[src/shared/clk_startup_defines.svh]
`ifndef CLK_STARTUP_DEFINES_SVH
`define CLK_STARTUP_DEFINES_SVH

// ----------------------------------------
// clock source select fuse codes
// ----------------------------------------
`define CKS_EXT 4'h0
`define CKS_RC 4'h2
`define CKS_OSC128 4'h3
`define CKS_LF_TOP 2'h1

// ----------------------------------------
// start-up time fuse codes
// ----------------------------------------
`define STIME_SHORT 2'h0
`define STIME_FAST 2'h1

// ----------------------------------------
// timing, in source cycles, in microseconds and in kHz
// ----------------------------------------
`define RESET_CK 16'h000E
`define WAKE_CK_SHORT 16'h0006
`define WAKE_CK_LF1K 16'h0400
`define WAKE_CK_LF32K 16'h8000
`define WDT_OSC_KHZ 128
`define RC_NOMINAL_KHZ 8000
`define DLY_LF_FAST_US 4100
`define DLY_FAST_US 4000
`define DLY_SLOW_US 65000
`define US_TO_TICKS(us) ((((us) * `WDT_OSC_KHZ) + 999) / 1000)
`define DIV8_LAST 3'h7

// ----------------------------------------
// oscillator pin positions in the sync vector
// ----------------------------------------
`define PIN_EXT 0
`define PIN_RC 1
`define PIN_OSC128 2
`define PIN_LF 3
`define PIN_WDT 4
`define NUM_PINS 5

// ----------------------------------------
// register offsets and fields
// ----------------------------------------
`define REG_TRIM 12'h000
`define REG_STATUS 12'h004
`define REG_NOMINAL 12'h008
`define ST_RUN_BIT 0
`define ST_VALID_BIT 1
`define ST_DIV8_BIT 2
`define ST_CKS_LSB 4
`define ST_STIME_LSB 8

`endif

[src/shared/clk_startup_pkg.sv]
package clk_startup_pkg;

  // ----------------------------------------
  // start-up sequencer states
  // ----------------------------------------
  typedef enum logic [2:0] {
    ST_POR_CK,
    ST_POR_MS,
    ST_RUN,
    ST_SLEEP,
    ST_WAKE
  } state_t;

  // ----------------------------------------
  // which oscillator feeds the core
  // ----------------------------------------
  typedef enum logic [2:0] {
    SRC_NONE,
    SRC_EXT,
    SRC_RC,
    SRC_OSC128,
    SRC_LFXTAL
  } source_t;

endpackage

[src/design/clock_source_startup_select.sv]
// Decided for this implementation: the register offsets and the APB interface to the registers.
`include "clk_startup_defines.svh"

module clock_source_startup_select #(
  parameter int unsigned SLOW_DLY_TICKS = `US_TO_TICKS(`DLY_SLOW_US) // long delay, wdt ticks
) (
  input wire logic clk_sys_in, // 125 MHz system clock
  input wire logic srst_in, // synchronous reset, high
  input wire logic [3:0] clock_source_select_fuses_in, // source select fuses
  input wire logic [1:0] startup_time_fuses_in, // start-up time fuses
  input wire logic divide_by_eight_fuse_in, // high = programmed
  input wire logic [7:0] cal_byte_in, // factory calibration byte
  input wire logic external_clock_input_in, // external clock pin
  input wire logic rc_osc_clk_in, // internal RC oscillator
  input wire logic osc128_clk_in, // 128 kHz oscillator
  input wire logic timer_osc_pin_one_in, // watch crystal oscillator
  input wire logic wdt_osc_clk_in, // watchdog oscillator
  input wire logic sleep_req_in, // core enters power-down/save
  input wire logic wake_req_in, // wake event
  input wire logic [11:0] paddr_in, // APB address
  input wire logic psel_in, // APB select
  input wire logic penable_in, // APB enable
  input wire logic pwrite_in, // APB direction
  input wire logic [31:0] pwdata_in, // APB write data
  output logic [31:0] prdata_out, // APB read data
  output logic pready_out, // APB ready
  output logic pslverr_out, // APB error on unmapped address
  output logic core_clk_en_out, // core clock enable pulse
  output logic core_rst_out, // core held in reset
  output logic wdt_clk_en_out, // watchdog tick pulse
  output logic [7:0] rc_trim_out, // trim to RC oscillator
  output clk_startup_pkg::source_t active_source_out // selected source
);
  import clk_startup_pkg::*;

  // ----------------------------------------
  // delay targets in watchdog ticks
  // ----------------------------------------
  localparam logic [15:0] LF_FAST_TICKS = 16'(`US_TO_TICKS(`DLY_LF_FAST_US));
  localparam logic [15:0] FAST_TICKS = 16'(`US_TO_TICKS(`DLY_FAST_US));
  localparam logic [15:0] SLOW_TICKS = 16'(SLOW_DLY_TICKS);

  // ----------------------------------------
  // state
  // ----------------------------------------
  state_t state_q; // sequencer state
  state_t state_d; // next sequencer state
  logic [15:0] cnt_q; // cycle or tick counter
  logic [15:0] cnt_d; // next counter value
  logic [2:0] div_q; // divide-by-eight phase
  logic [2:0] div_d; // next phase
  logic [3:0] cks_q; // fuses caught at reset
  logic [1:0] stime_q; // start-up fuses caught at reset
  logic div8_q; // divide fuse caught at reset
  logic core_rst_q; // core reset output
  logic clk_en_q; // core clock enable output
  logic wdt_en_q; // watchdog tick output
  logic [7:0] rc_trim_q; // trim register
  source_t src_q; // active source output
  logic [31:0] prdata_q; // read data
  logic pready_q; // ready, one wait state
  logic pslverr_q; // error flag
  logic [`NUM_PINS-1:0] rise; // settled oscillator edges

  // ----------------------------------------
  // oscillator edge detection
  // ----------------------------------------
  // every oscillator is asynchronous to clk_sys, so each passes three flops
  osc_edge_sync #(
    .N(`NUM_PINS)
  ) u_sync (
    .clk_sys_in(clk_sys_in),
    .srst_in(srst_in),
    .pins_in({wdt_osc_clk_in, timer_osc_pin_one_in, osc128_clk_in,
              rc_osc_clk_in, external_clock_input_in}),
    .rise_out(rise)
  );

  // ----------------------------------------
  // source decode
  // ----------------------------------------
  wire is_ext = (cks_q == `CKS_EXT);
  wire is_rc = (cks_q == `CKS_RC);
  wire is_o128 = (cks_q == `CKS_OSC128);
  // watch crystal: the whole 01xx family, low bit picks the wake length
  wire is_lf = (cks_q[3:2] == `CKS_LF_TOP);
  wire src_valid = is_ext | is_rc | is_o128 | is_lf;
  wire wdt_edge = rise[`PIN_WDT];
  // only the selected source's edges form src_edge, which drives the reset and wake counts
  wire src_edge = (is_ext & rise[`PIN_EXT]) | (is_rc & rise[`PIN_RC])
                | (is_o128 & rise[`PIN_OSC128]) | (is_lf & rise[`PIN_LF]);
  wire source_t src_d = is_ext ? SRC_EXT : is_rc ? SRC_RC : is_o128 ? SRC_OSC128
                      : is_lf ? SRC_LFXTAL : SRC_NONE;

  // ----------------------------------------
  // start-up targets from the fuses
  // ----------------------------------------
  // watch crystal wakes on 1K or 32K cycles, every other source on 6
  wire [15:0] wake_tgt = is_lf ? (cks_q[0] ? `WAKE_CK_LF32K : `WAKE_CK_LF1K)
                       : `WAKE_CK_SHORT;
  // reserved code 11 falls back to the longest delay, the safe side
  wire [15:0] ms_tgt = (stime_q == `STIME_SHORT) ? 16'h0000
                     : (stime_q == `STIME_FAST) ? (is_lf ? LF_FAST_TICKS : FAST_TICKS)
                     : SLOW_TICKS;
  wire ck_last = (cnt_q == `RESET_CK - 16'h0001);
  wire ms_last = (cnt_q == ms_tgt - 16'h0001);
  wire wake_last = (cnt_q == wake_tgt - 16'h0001);

  // ----------------------------------------
  // start-up sequencer
  // ----------------------------------------
  always_comb begin
    state_d = state_q;
    cnt_d = cnt_q;
    case (state_q)
      ST_POR_CK: begin
        // fixed 14 source cycles after reset; an invalid code never counts
        if (src_edge) begin
          cnt_d = ck_last ? 16'h0000 : cnt_q + 16'h0001;
          if (ck_last) begin
            state_d = (ms_tgt == 16'h0000) ? ST_RUN : ST_POR_MS;
          end
        end
      end
      ST_POR_MS: begin
        // time-out runs on the watchdog oscillator, whatever the source
        if (wdt_edge) begin
          cnt_d = ms_last ? 16'h0000 : cnt_q + 16'h0001;
          if (ms_last) begin
            state_d = ST_RUN;
          end
        end
      end
      ST_RUN: begin
        // sleep stops the core clock until the wake count after a wake event ends
        if (sleep_req_in) begin
          state_d = ST_SLEEP;
        end
      end
      ST_SLEEP: begin
        if (wake_req_in) begin
          state_d = ST_WAKE;
          cnt_d = 16'h0000;
        end
      end
      ST_WAKE: begin
        // count the selected source until it is trusted again
        if (src_edge) begin
          cnt_d = wake_last ? 16'h0000 : cnt_q + 16'h0001;
          if (wake_last) begin
            state_d = ST_RUN;
          end
        end
      end
      default: begin
        state_d = ST_POR_CK;
        cnt_d = 16'h0000;
      end
    endcase
  end

  wire run = (state_q == ST_RUN);
  wire rst_d = (state_d == ST_POR_CK) | (state_d == ST_POR_MS);
  // one core tick per source edge, or per eighth edge with the fuse set
  assign div_d = (run & src_edge) ? div_q + 3'h1 : (run ? div_q : 3'h0);
  wire clk_en_d = run & src_edge & (~div8_q | (div_q == `DIV8_LAST));

  // fuses are caught during reset so a later change cannot glitch the core
  always_ff @(posedge clk_sys_in) begin
    if (srst_in) begin
      cks_q <= clock_source_select_fuses_in;
      stime_q <= startup_time_fuses_in;
      div8_q <= divide_by_eight_fuse_in;
    end
  end

  // sequencer and output registers
  always_ff @(posedge clk_sys_in) begin
    if (srst_in) begin
      state_q <= ST_POR_CK;
      cnt_q <= 16'h0000;
      div_q <= 3'h0;
      core_rst_q <= 1'b1;
      clk_en_q <= 1'b0;
      wdt_en_q <= 1'b0;
      src_q <= SRC_NONE;
    end else begin
      state_q <= state_d;
      cnt_q <= cnt_d;
      div_q <= div_d;
      core_rst_q <= rst_d;
      clk_en_q <= clk_en_d;
      wdt_en_q <= wdt_edge;
      src_q <= src_d;
    end
  end

  // ----------------------------------------
  // APB slave
  // ----------------------------------------
  wire acc_first = psel_in & penable_in & ~pready_q;
  wire xfer_done = psel_in & penable_in & pready_q;
  wire hit_trim = (paddr_in == `REG_TRIM);
  wire hit_stat = (paddr_in == `REG_STATUS);
  wire hit_nom = (paddr_in == `REG_NOMINAL);
  wire hit_any = hit_trim | hit_stat | hit_nom;
  wire [31:0] stat_word = (32'(run) << `ST_RUN_BIT)
                        | (32'(src_valid) << `ST_VALID_BIT)
                        | (32'(div8_q) << `ST_DIV8_BIT)
                        | (32'(cks_q) << `ST_CKS_LSB)
                        | (32'(stime_q) << `ST_STIME_LSB);
  // nominal frequency in kHz, undivided; external and crystal read zero
  wire [31:0] nom_word = is_rc ? 32'(`RC_NOMINAL_KHZ)
                       : is_o128 ? 32'(`WDT_OSC_KHZ) : 32'h0000_0000;
  wire [31:0] rd_mux = hit_trim ? {24'h00_0000, rc_trim_q}
                     : hit_stat ? stat_word : hit_nom ? nom_word : 32'h0000_0000;
  wire trim_wr = xfer_done & pwrite_in & hit_trim;

  // one wait state: data is registered on the first access cycle
  always_ff @(posedge clk_sys_in) begin
    if (srst_in) begin
      pready_q <= 1'b0;
      pslverr_q <= 1'b0;
      prdata_q <= 32'h0000_0000;
    end else begin
      pready_q <= acc_first;
      pslverr_q <= acc_first & ~hit_any;
      prdata_q <= (acc_first & ~pwrite_in) ? rd_mux : 32'h0000_0000;
    end
  end

  // trim: factory byte on every reset, software value afterwards
  always_ff @(posedge clk_sys_in) begin
    if (srst_in) begin
      rc_trim_q <= cal_byte_in;
    end else if (trim_wr) begin
      rc_trim_q <= pwdata_in[7:0];
    end
  end

  // ----------------------------------------
  // outputs
  // ----------------------------------------
  assign prdata_out = prdata_q;
  assign pready_out = pready_q;
  assign pslverr_out = pslverr_q;
  assign core_clk_en_out = clk_en_q;
  assign core_rst_out = core_rst_q;
  assign wdt_clk_en_out = wdt_en_q;
  assign rc_trim_out = rc_trim_q;
  assign active_source_out = src_q;
endmodule

[src/design/osc_edge_sync.sv]
module osc_edge_sync #(
  parameter int unsigned N = 5
) (
  input wire logic clk_sys_in, // system clock
  input wire logic srst_in, // synchronous reset
  input wire logic [N-1:0] pins_in, // raw oscillator levels
  output logic [N-1:0] rise_out // one pulse per settled rising edge
);

  // ----------------------------------------
  // per-pin three-stage synchroniser
  // ----------------------------------------
  genvar i;
  generate
    for (i = 0; i < N; i++) begin : g_pin
      logic s1_q; // metastability catcher, read only by s2
      logic s2_q; // second stage
      logic s3_q; // third stage
      logic stable_q; // last level seen on both s2 and s3
      logic rise_q; // registered edge pulse
      wire agree = (s2_q == s3_q);
      // a change counts only once stages two and three agree
      always_ff @(posedge clk_sys_in) begin
        if (srst_in) begin
          s1_q <= 1'b0;
          s2_q <= 1'b0;
          s3_q <= 1'b0;
          stable_q <= 1'b0;
          rise_q <= 1'b0;
        end else begin
          s1_q <= pins_in[i];
          s2_q <= s1_q;
          s3_q <= s2_q;
          stable_q <= agree ? s3_q : stable_q;
          rise_q <= agree & s3_q & ~stable_q;
        end
      end
      assign rise_out[i] = rise_q;
    end
  endgenerate

endmodule

[config.mk]
export PLATFORM = sky130hd
export DESIGN_NAME = clock_source_startup_select
export DESIGN_NICKNAME = d
export VERILOG_FILES = /design/src/shared/clk_startup_pkg.sv /design/src/design/clock_source_startup_select.sv /design/src/design/osc_edge_sync.sv
export VERILOG_INCLUDE_DIRS = /design/src /design/src/shared
export SDC_FILE = /design/constraint.sdc
export NUM_CORES = 1
export LEC_CHECK = 0
export BUFFER_PORTS_ARGS = -buffer_cell sky130_fd_sc_hd__buf_4
export CAP_MARGIN = 20
export CORE_ASPECT_RATIO = 1.5
export CORE_MARGIN = 5
export CORE_UTILIZATION = 51
export CTS_CLUSTER_SIZE = 40
export DETAILED_ROUTE_END_ITERATION = 16
export GPL_TIMING_DRIVEN = 0
export MAX_ROUTING_LAYER = met4
export PLACE_DENSITY = 0.76
export SYNTH_ARGS = -nofsm -noshare
export SYNTH_HDL_FRONTEND = slang
export SYNTH_SLANG_ARGS = --single-unit
[constraint.sdc]
create_clock -name clk_sys_in -period 3.4 [get_ports clk_sys_in]
set_clock_uncertainty 0.2 [all_clocks]
set_input_delay 0.34 -clock clk_sys_in [delete_from_list [all_inputs] [get_ports clk_sys_in]]
set_output_delay 0.34 -clock clk_sys_in [all_outputs]
set_load 0.005 [all_outputs]
# == Word level (Yosys, flattened, before mapping) ==
# Cells that the tools add are included.
# classes
reduce_logical,12
n_addsub,4
magnitude_cmp,0
n_mux,36
div,0
shifts,0
multipliers,0
bitwise,48
n_eq_ne,25
# ops
cell,count
two-way mux 16 bit,9
case mux 16 bit (5 select lines),1
two-way mux 13 bit,3
two-way mux 3 bit,11
equality test 16 bit,2
two-way mux 8 bit,4
two-way mux 14 bit,2
AND 1 bit,23
"adder 16 x 1 -> 16 bit, second input constant",1
"equality test 16 x 4 -> 1 bit, second input constant",1
logical NOT 16 bit,1
"subtractor 16 x 1 -> 16 bit, second input constant",1
case mux 3 bit (5 select lines),1
"subtractor 14 x 1 -> 15 bit, second input constant",1
"equality test 12 x 3 -> 1 bit, second input constant",1
"equality test 12 x 4 -> 1 bit, second input constant",1
logical NOT 12 bit,1
NOT 1 bit,11
bitwise OR 1 bit,10
bitwise OR 8 x 10 -> 10 bit,1
"equality test 4 x 2 -> 1 bit, second input constant",2
bitwise OR 3 x 8 -> 8 bit,1
"equality test 3 x 1 -> 1 bit, second input constant",2
"equality test 3 x 2 -> 1 bit, second input constant",2
19 further kinds,32
# totals
mem_count,0
latchBits,0
ff_bits,83
ram_bits,0
input_bits,71
output_inout_bits,48
rom_bits,0

# == Logic depth before layout (Yosys ltp) ==
# depth
depth_word,11
depth_mapped,10

# == By module ==
# Synthesis repeated with hierarchy kept, for this count alone.
# unflattened
hier_cells,407
hier_area_um2,3912.5
# by_module_without_submodules
module,cells_per_inst,instances,seq_area_each_um2,area_each_um2
clock_source_startup_select,340,1,1271.2,3064.2
osc_edge_sync,67,1,500.5,848.3

# == Worst setup path after synthesis ==
# Ideal clock, no wire load.
# synth_path
path_type,register -> register
from,register stime_q[1]
to,register cnt_q[5]
setup_slack_ns,0.974
setup_ns,0.106
synth_period_minus_slack_ns,2.426
t_arrival_ns,2.120
stages_incl_launch_ff,9
cell_sequence,edfxtp_1 nand4bb_1 ha_1 and2_1 o221ai_1 a211oi_2 nor2_1 o21ai_1 o311ai_0
# synth_between
elab_chain_cells,8
word_cells_on_any_way,9
classes_between,add/sub (1); eq/ne (2); mux (5); reduce/logical (1)
# synth_rtl
item,line,source
start: declaration,clock_source_startup_select.sv:53,logic [1:0] stime_q;
start signal: assignment,clock_source_startup_select.sv:172,stime_q <= startup_time_fuses_in;
equality test 2 x 1 -> 1 bit (no line),-,
two-way mux 14 bit,clock_source_startup_select.sv:103,: (stime_q == `STIME_FAST) ? (is_lf ? LF_FAST_TICKS : FAST_TICKS)
two-way mux 14 bit *,clock_source_startup_select.sv:102,wire [15:0] ms_tgt = (stime_q == `STIME_SHORT) ? 16'h0000
subtractor 14 x 1 -> 15 bit *,clock_source_startup_select.sv:106,wire ms_last = (cnt_q == ms_tgt - 16'h0001);
equality test 16 bit *,clock_source_startup_select.sv:106,
two-way mux 16 bit *,clock_source_startup_select.sv:128,cnt_d = ms_last ? 16'h0000 : cnt_q + 16'h0001;
two-way mux 16 bit *,clock_source_startup_select.sv:127,if (wdt_edge) begin
case mux 16 bit (5 select lines) *,clock_source_startup_select.sv:115,case (state_q)
end signal: assignment,clock_source_startup_select.sv:189,cnt_q <= cnt_d;
end: declaration,clock_source_startup_select.sv:48,logic [15:0] cnt_q;
# Mark *: on every way between the ends. The rest lies on a longest branch, timed or not. The select of a mux whose other input is x is not followed.
# A chain may end at the register's enable or synchronous reset.

# == Worst setup path in the final report ==
# layout_path
from,register stime_q[1]
to,register cnt_q[8]
# The elaborated chain is that of the path after synthesis.

==> qor.yml <==
sta:
  finalSetupTns_ns: 0
  final_max_slew_viol_count: 0
  setup_viol: 0
  hold_viol: 0
  fin_crit_ns: 2.94
  rsz0062_at_grt: "no"
  relSlewSlack_pct: 53.0
  hold_ws_ns: 0.0457
  fmax_ghz: 0.340
  worstMarginPinSlew_ns: 0.702
  finalCritPeriodShare_pct: 86.5
power:
  powerDensity_nw_per_um2: 384
  p_leak_uw: 0.00205
  ir_drop_mv: 0.349
logic_synthesis:
  syn_area_um2: 3780
  ys_seq_area_share_pct: 46.9
  syn_avg_cell_area_um2: 9.57
  yosysWarnings: 0
  synthFlopType: "dfxtp_1"
  synth-edff-count: 15
  ys_types: 62
  ys_async_sr_fraction_pct: 0
  syn-instance-count: 395
  ys_seq_elements: 81
drt:
  drc_errors: 0
  viasPerCell: 5.30
  first_pass_iters: 7
  vias: 3273
  antenna_left: 0
  first_iter_violations: 157
  wl_per_cell_um: 14.7
  postRouteWirelength_um: 9100
cells_and_area:
  drive_above_1_share_pct: 26.3
  mostFrequentLayoutCells: "buf_4, dfxtp_1, nor2_1"
  final_common_cell: "buf_4"
  finish.utilization_pct: 67.2
  area_growth_pct: 28.5
  diodes: 0
  layout.nets: 594
clock_network:
  insertion_delay_ns: 0.35
  clk_pin_slew_ns: 0.09
  post_cts_buffers: 0
  clockBufferDepth: 2
  cts_root_buf: "clkbuf_8"
  clock_sinks: 81
  cts_tree: "yes"
  cts_resized: 0
  cts_hold_buf: 13
  cts_made_buffers: 9
  h-tree-depth: 3
floorplan:
  row_count: 38
  die_x_um: 80.3
  die_area_um2: 9270
  die_y_um: 115
  core-area_um2: 7230
  start_util_pct: 52.3
  io_pins: 119
critical_path:
  path_buf_inv: 0
  crit_type: "flop to flop"
  slowest_delay_ns: 0.54
  endpoint_kind: "flop"
  crit_required_ns: 3.45
  critPathSlowestCell: "edfxtp_1"
  crit_family: "simple AND/OR/NAND/NOR gates"
  regToRegSetupSlack_ns: 0.46
  crit_arrival_ns: 2.99
  crit_chain: "nand4bb_1, ha_1, and2_1, o221ai_1, a211oi_2, nor2_1, o21ai_1, o311ai_0"
  startpoint_type: "flop"
  crit_path_max_fanout: 9
global_route:
  antenna_found_initial: 0
  grt_pass1_wl_um: 14900
  grt_pass1_vias: 3198
  grt_usage_pct: 21.5
  grt_overflow: 0
  grt_max_degree: 16
run_status:
  status: "completed"
placement:
  dpl.hpwl_um: 6840
  gp_congestion: 0.953
  port_buffers: 75
hold_path:
  min_path_type: "input port to flop"
run:
  drv_cap: 0
[Yosys cell counts, types with 4 or more instances]
cell type	count	share of area, %
nand2_1	26	2.6
nand2b_1	6	0.99
nor2b_1	20	3.3
nor2_1	45	4.5
edfxtp_1	15	12
inv_1	14	1.4
o21ai_0	4	0.53
ha_1	10	3.3
xor2_1	4	0.93
clkbuf_1	16	1.6
a21oi_1	7	0.93
nor3_1	13	1.7
mux2_2	8	2.4
buf_4	21	4.2
dfxtp_1	66	35
o221ai_1	5	1.2
and2_1	4	0.66
o211ai_1	7	1.4
nor4_1	5	0.83
nand3_1	12	1.6
nor3b_1	6	1.2
mux2i_1	15	4.0
nand4_1	7	1.2
[cells by family (layout without fill, tap and decap cells)]
family | Yosys count | in the layout | synth area share, %
other cells | 1 | 19 | 0.0992
simple gates | 166 | 166 | 23.4
buf+inv | 54 | 159 | 7.72
fa+ha+maj | 10 | 10 | 3.31
mux | 23 | 23 | 6.36
compound gates | 53 | 53 | 10.6
xor+xnor | 7 | 7 | 1.62
flops | 81 | 81 | 46.9
[layout make-up]
class	instances	area, µm²
buffer	40	239
clock buffer	10	138
clock inverter	6	48.8
fill	573	2370
inverter	14	52.6
multi-input combinational	278	1780
sequential	81	1770
tap	100	125
timing repair buffer	89	698
[worst paths after layout]
kind                                 end  cells after the start                     start
setup / recovery                cnt_q[8]                      8                stime_q[1]
hold / removal             prdata_out[7]                      2               paddr_in[3]
setup reg to reg                cnt_q[8]                      8                stime_q[1]
hold reg to reg   u_sync.g_pin[4].rise_q                      1  u_sync.g_pin[4].stable_q
[per-stage QoR]
step / power (µW) / area, µm² / cells / setup slack (ns)
global route: 1950 / 4860 / 618 / 0.230
detailed placement: 1210 / 4530 / 588 / 0.520
floorplan: 1130 / 3850 / 413 / 0.974
finish: 1870 / 4860 / 618 / 0.460
global placement: 1210 / 4530 / 588 / 0.526
CTS: 1880 / 4850 / 617 / 0.513
[report_power, final]
group	total (µW)	internal (µW)	leakage (µW)	switching [µW]
combinational	177	103	0.00127	73.3
sequential	1030	1010	0.000682	21.5
clock	662	293	0.0000938	369
[per-layer routing]
layer	vias to the layer above	wire length (µm)	GRT usage [%]
li1	1604	-	-
met1	1522	3340	22.3
met2	123	5000	39.2
met3	24	478	3.89
met4	0	278	9.02
met5	-	0	-
[sequential cells by signal, summed over array words and instances (netlist names), 2 cells and up]
name                   count
div_q                      3
u_sync.g_pin.s1_q          5
prdata_out                11
u_sync.g_pin.rise_q        5
u_sync.g_pin.s2_q          5
active_source_out          3
u_sync.g_pin.stable_q      5
rc_trim_out                8
stime_q                    2
u_sync.g_pin.s3_q          5
cks_q                      4
cnt_q                     16
state_q                    3
No activity file was read; power rests on OpenSTA's default activity.
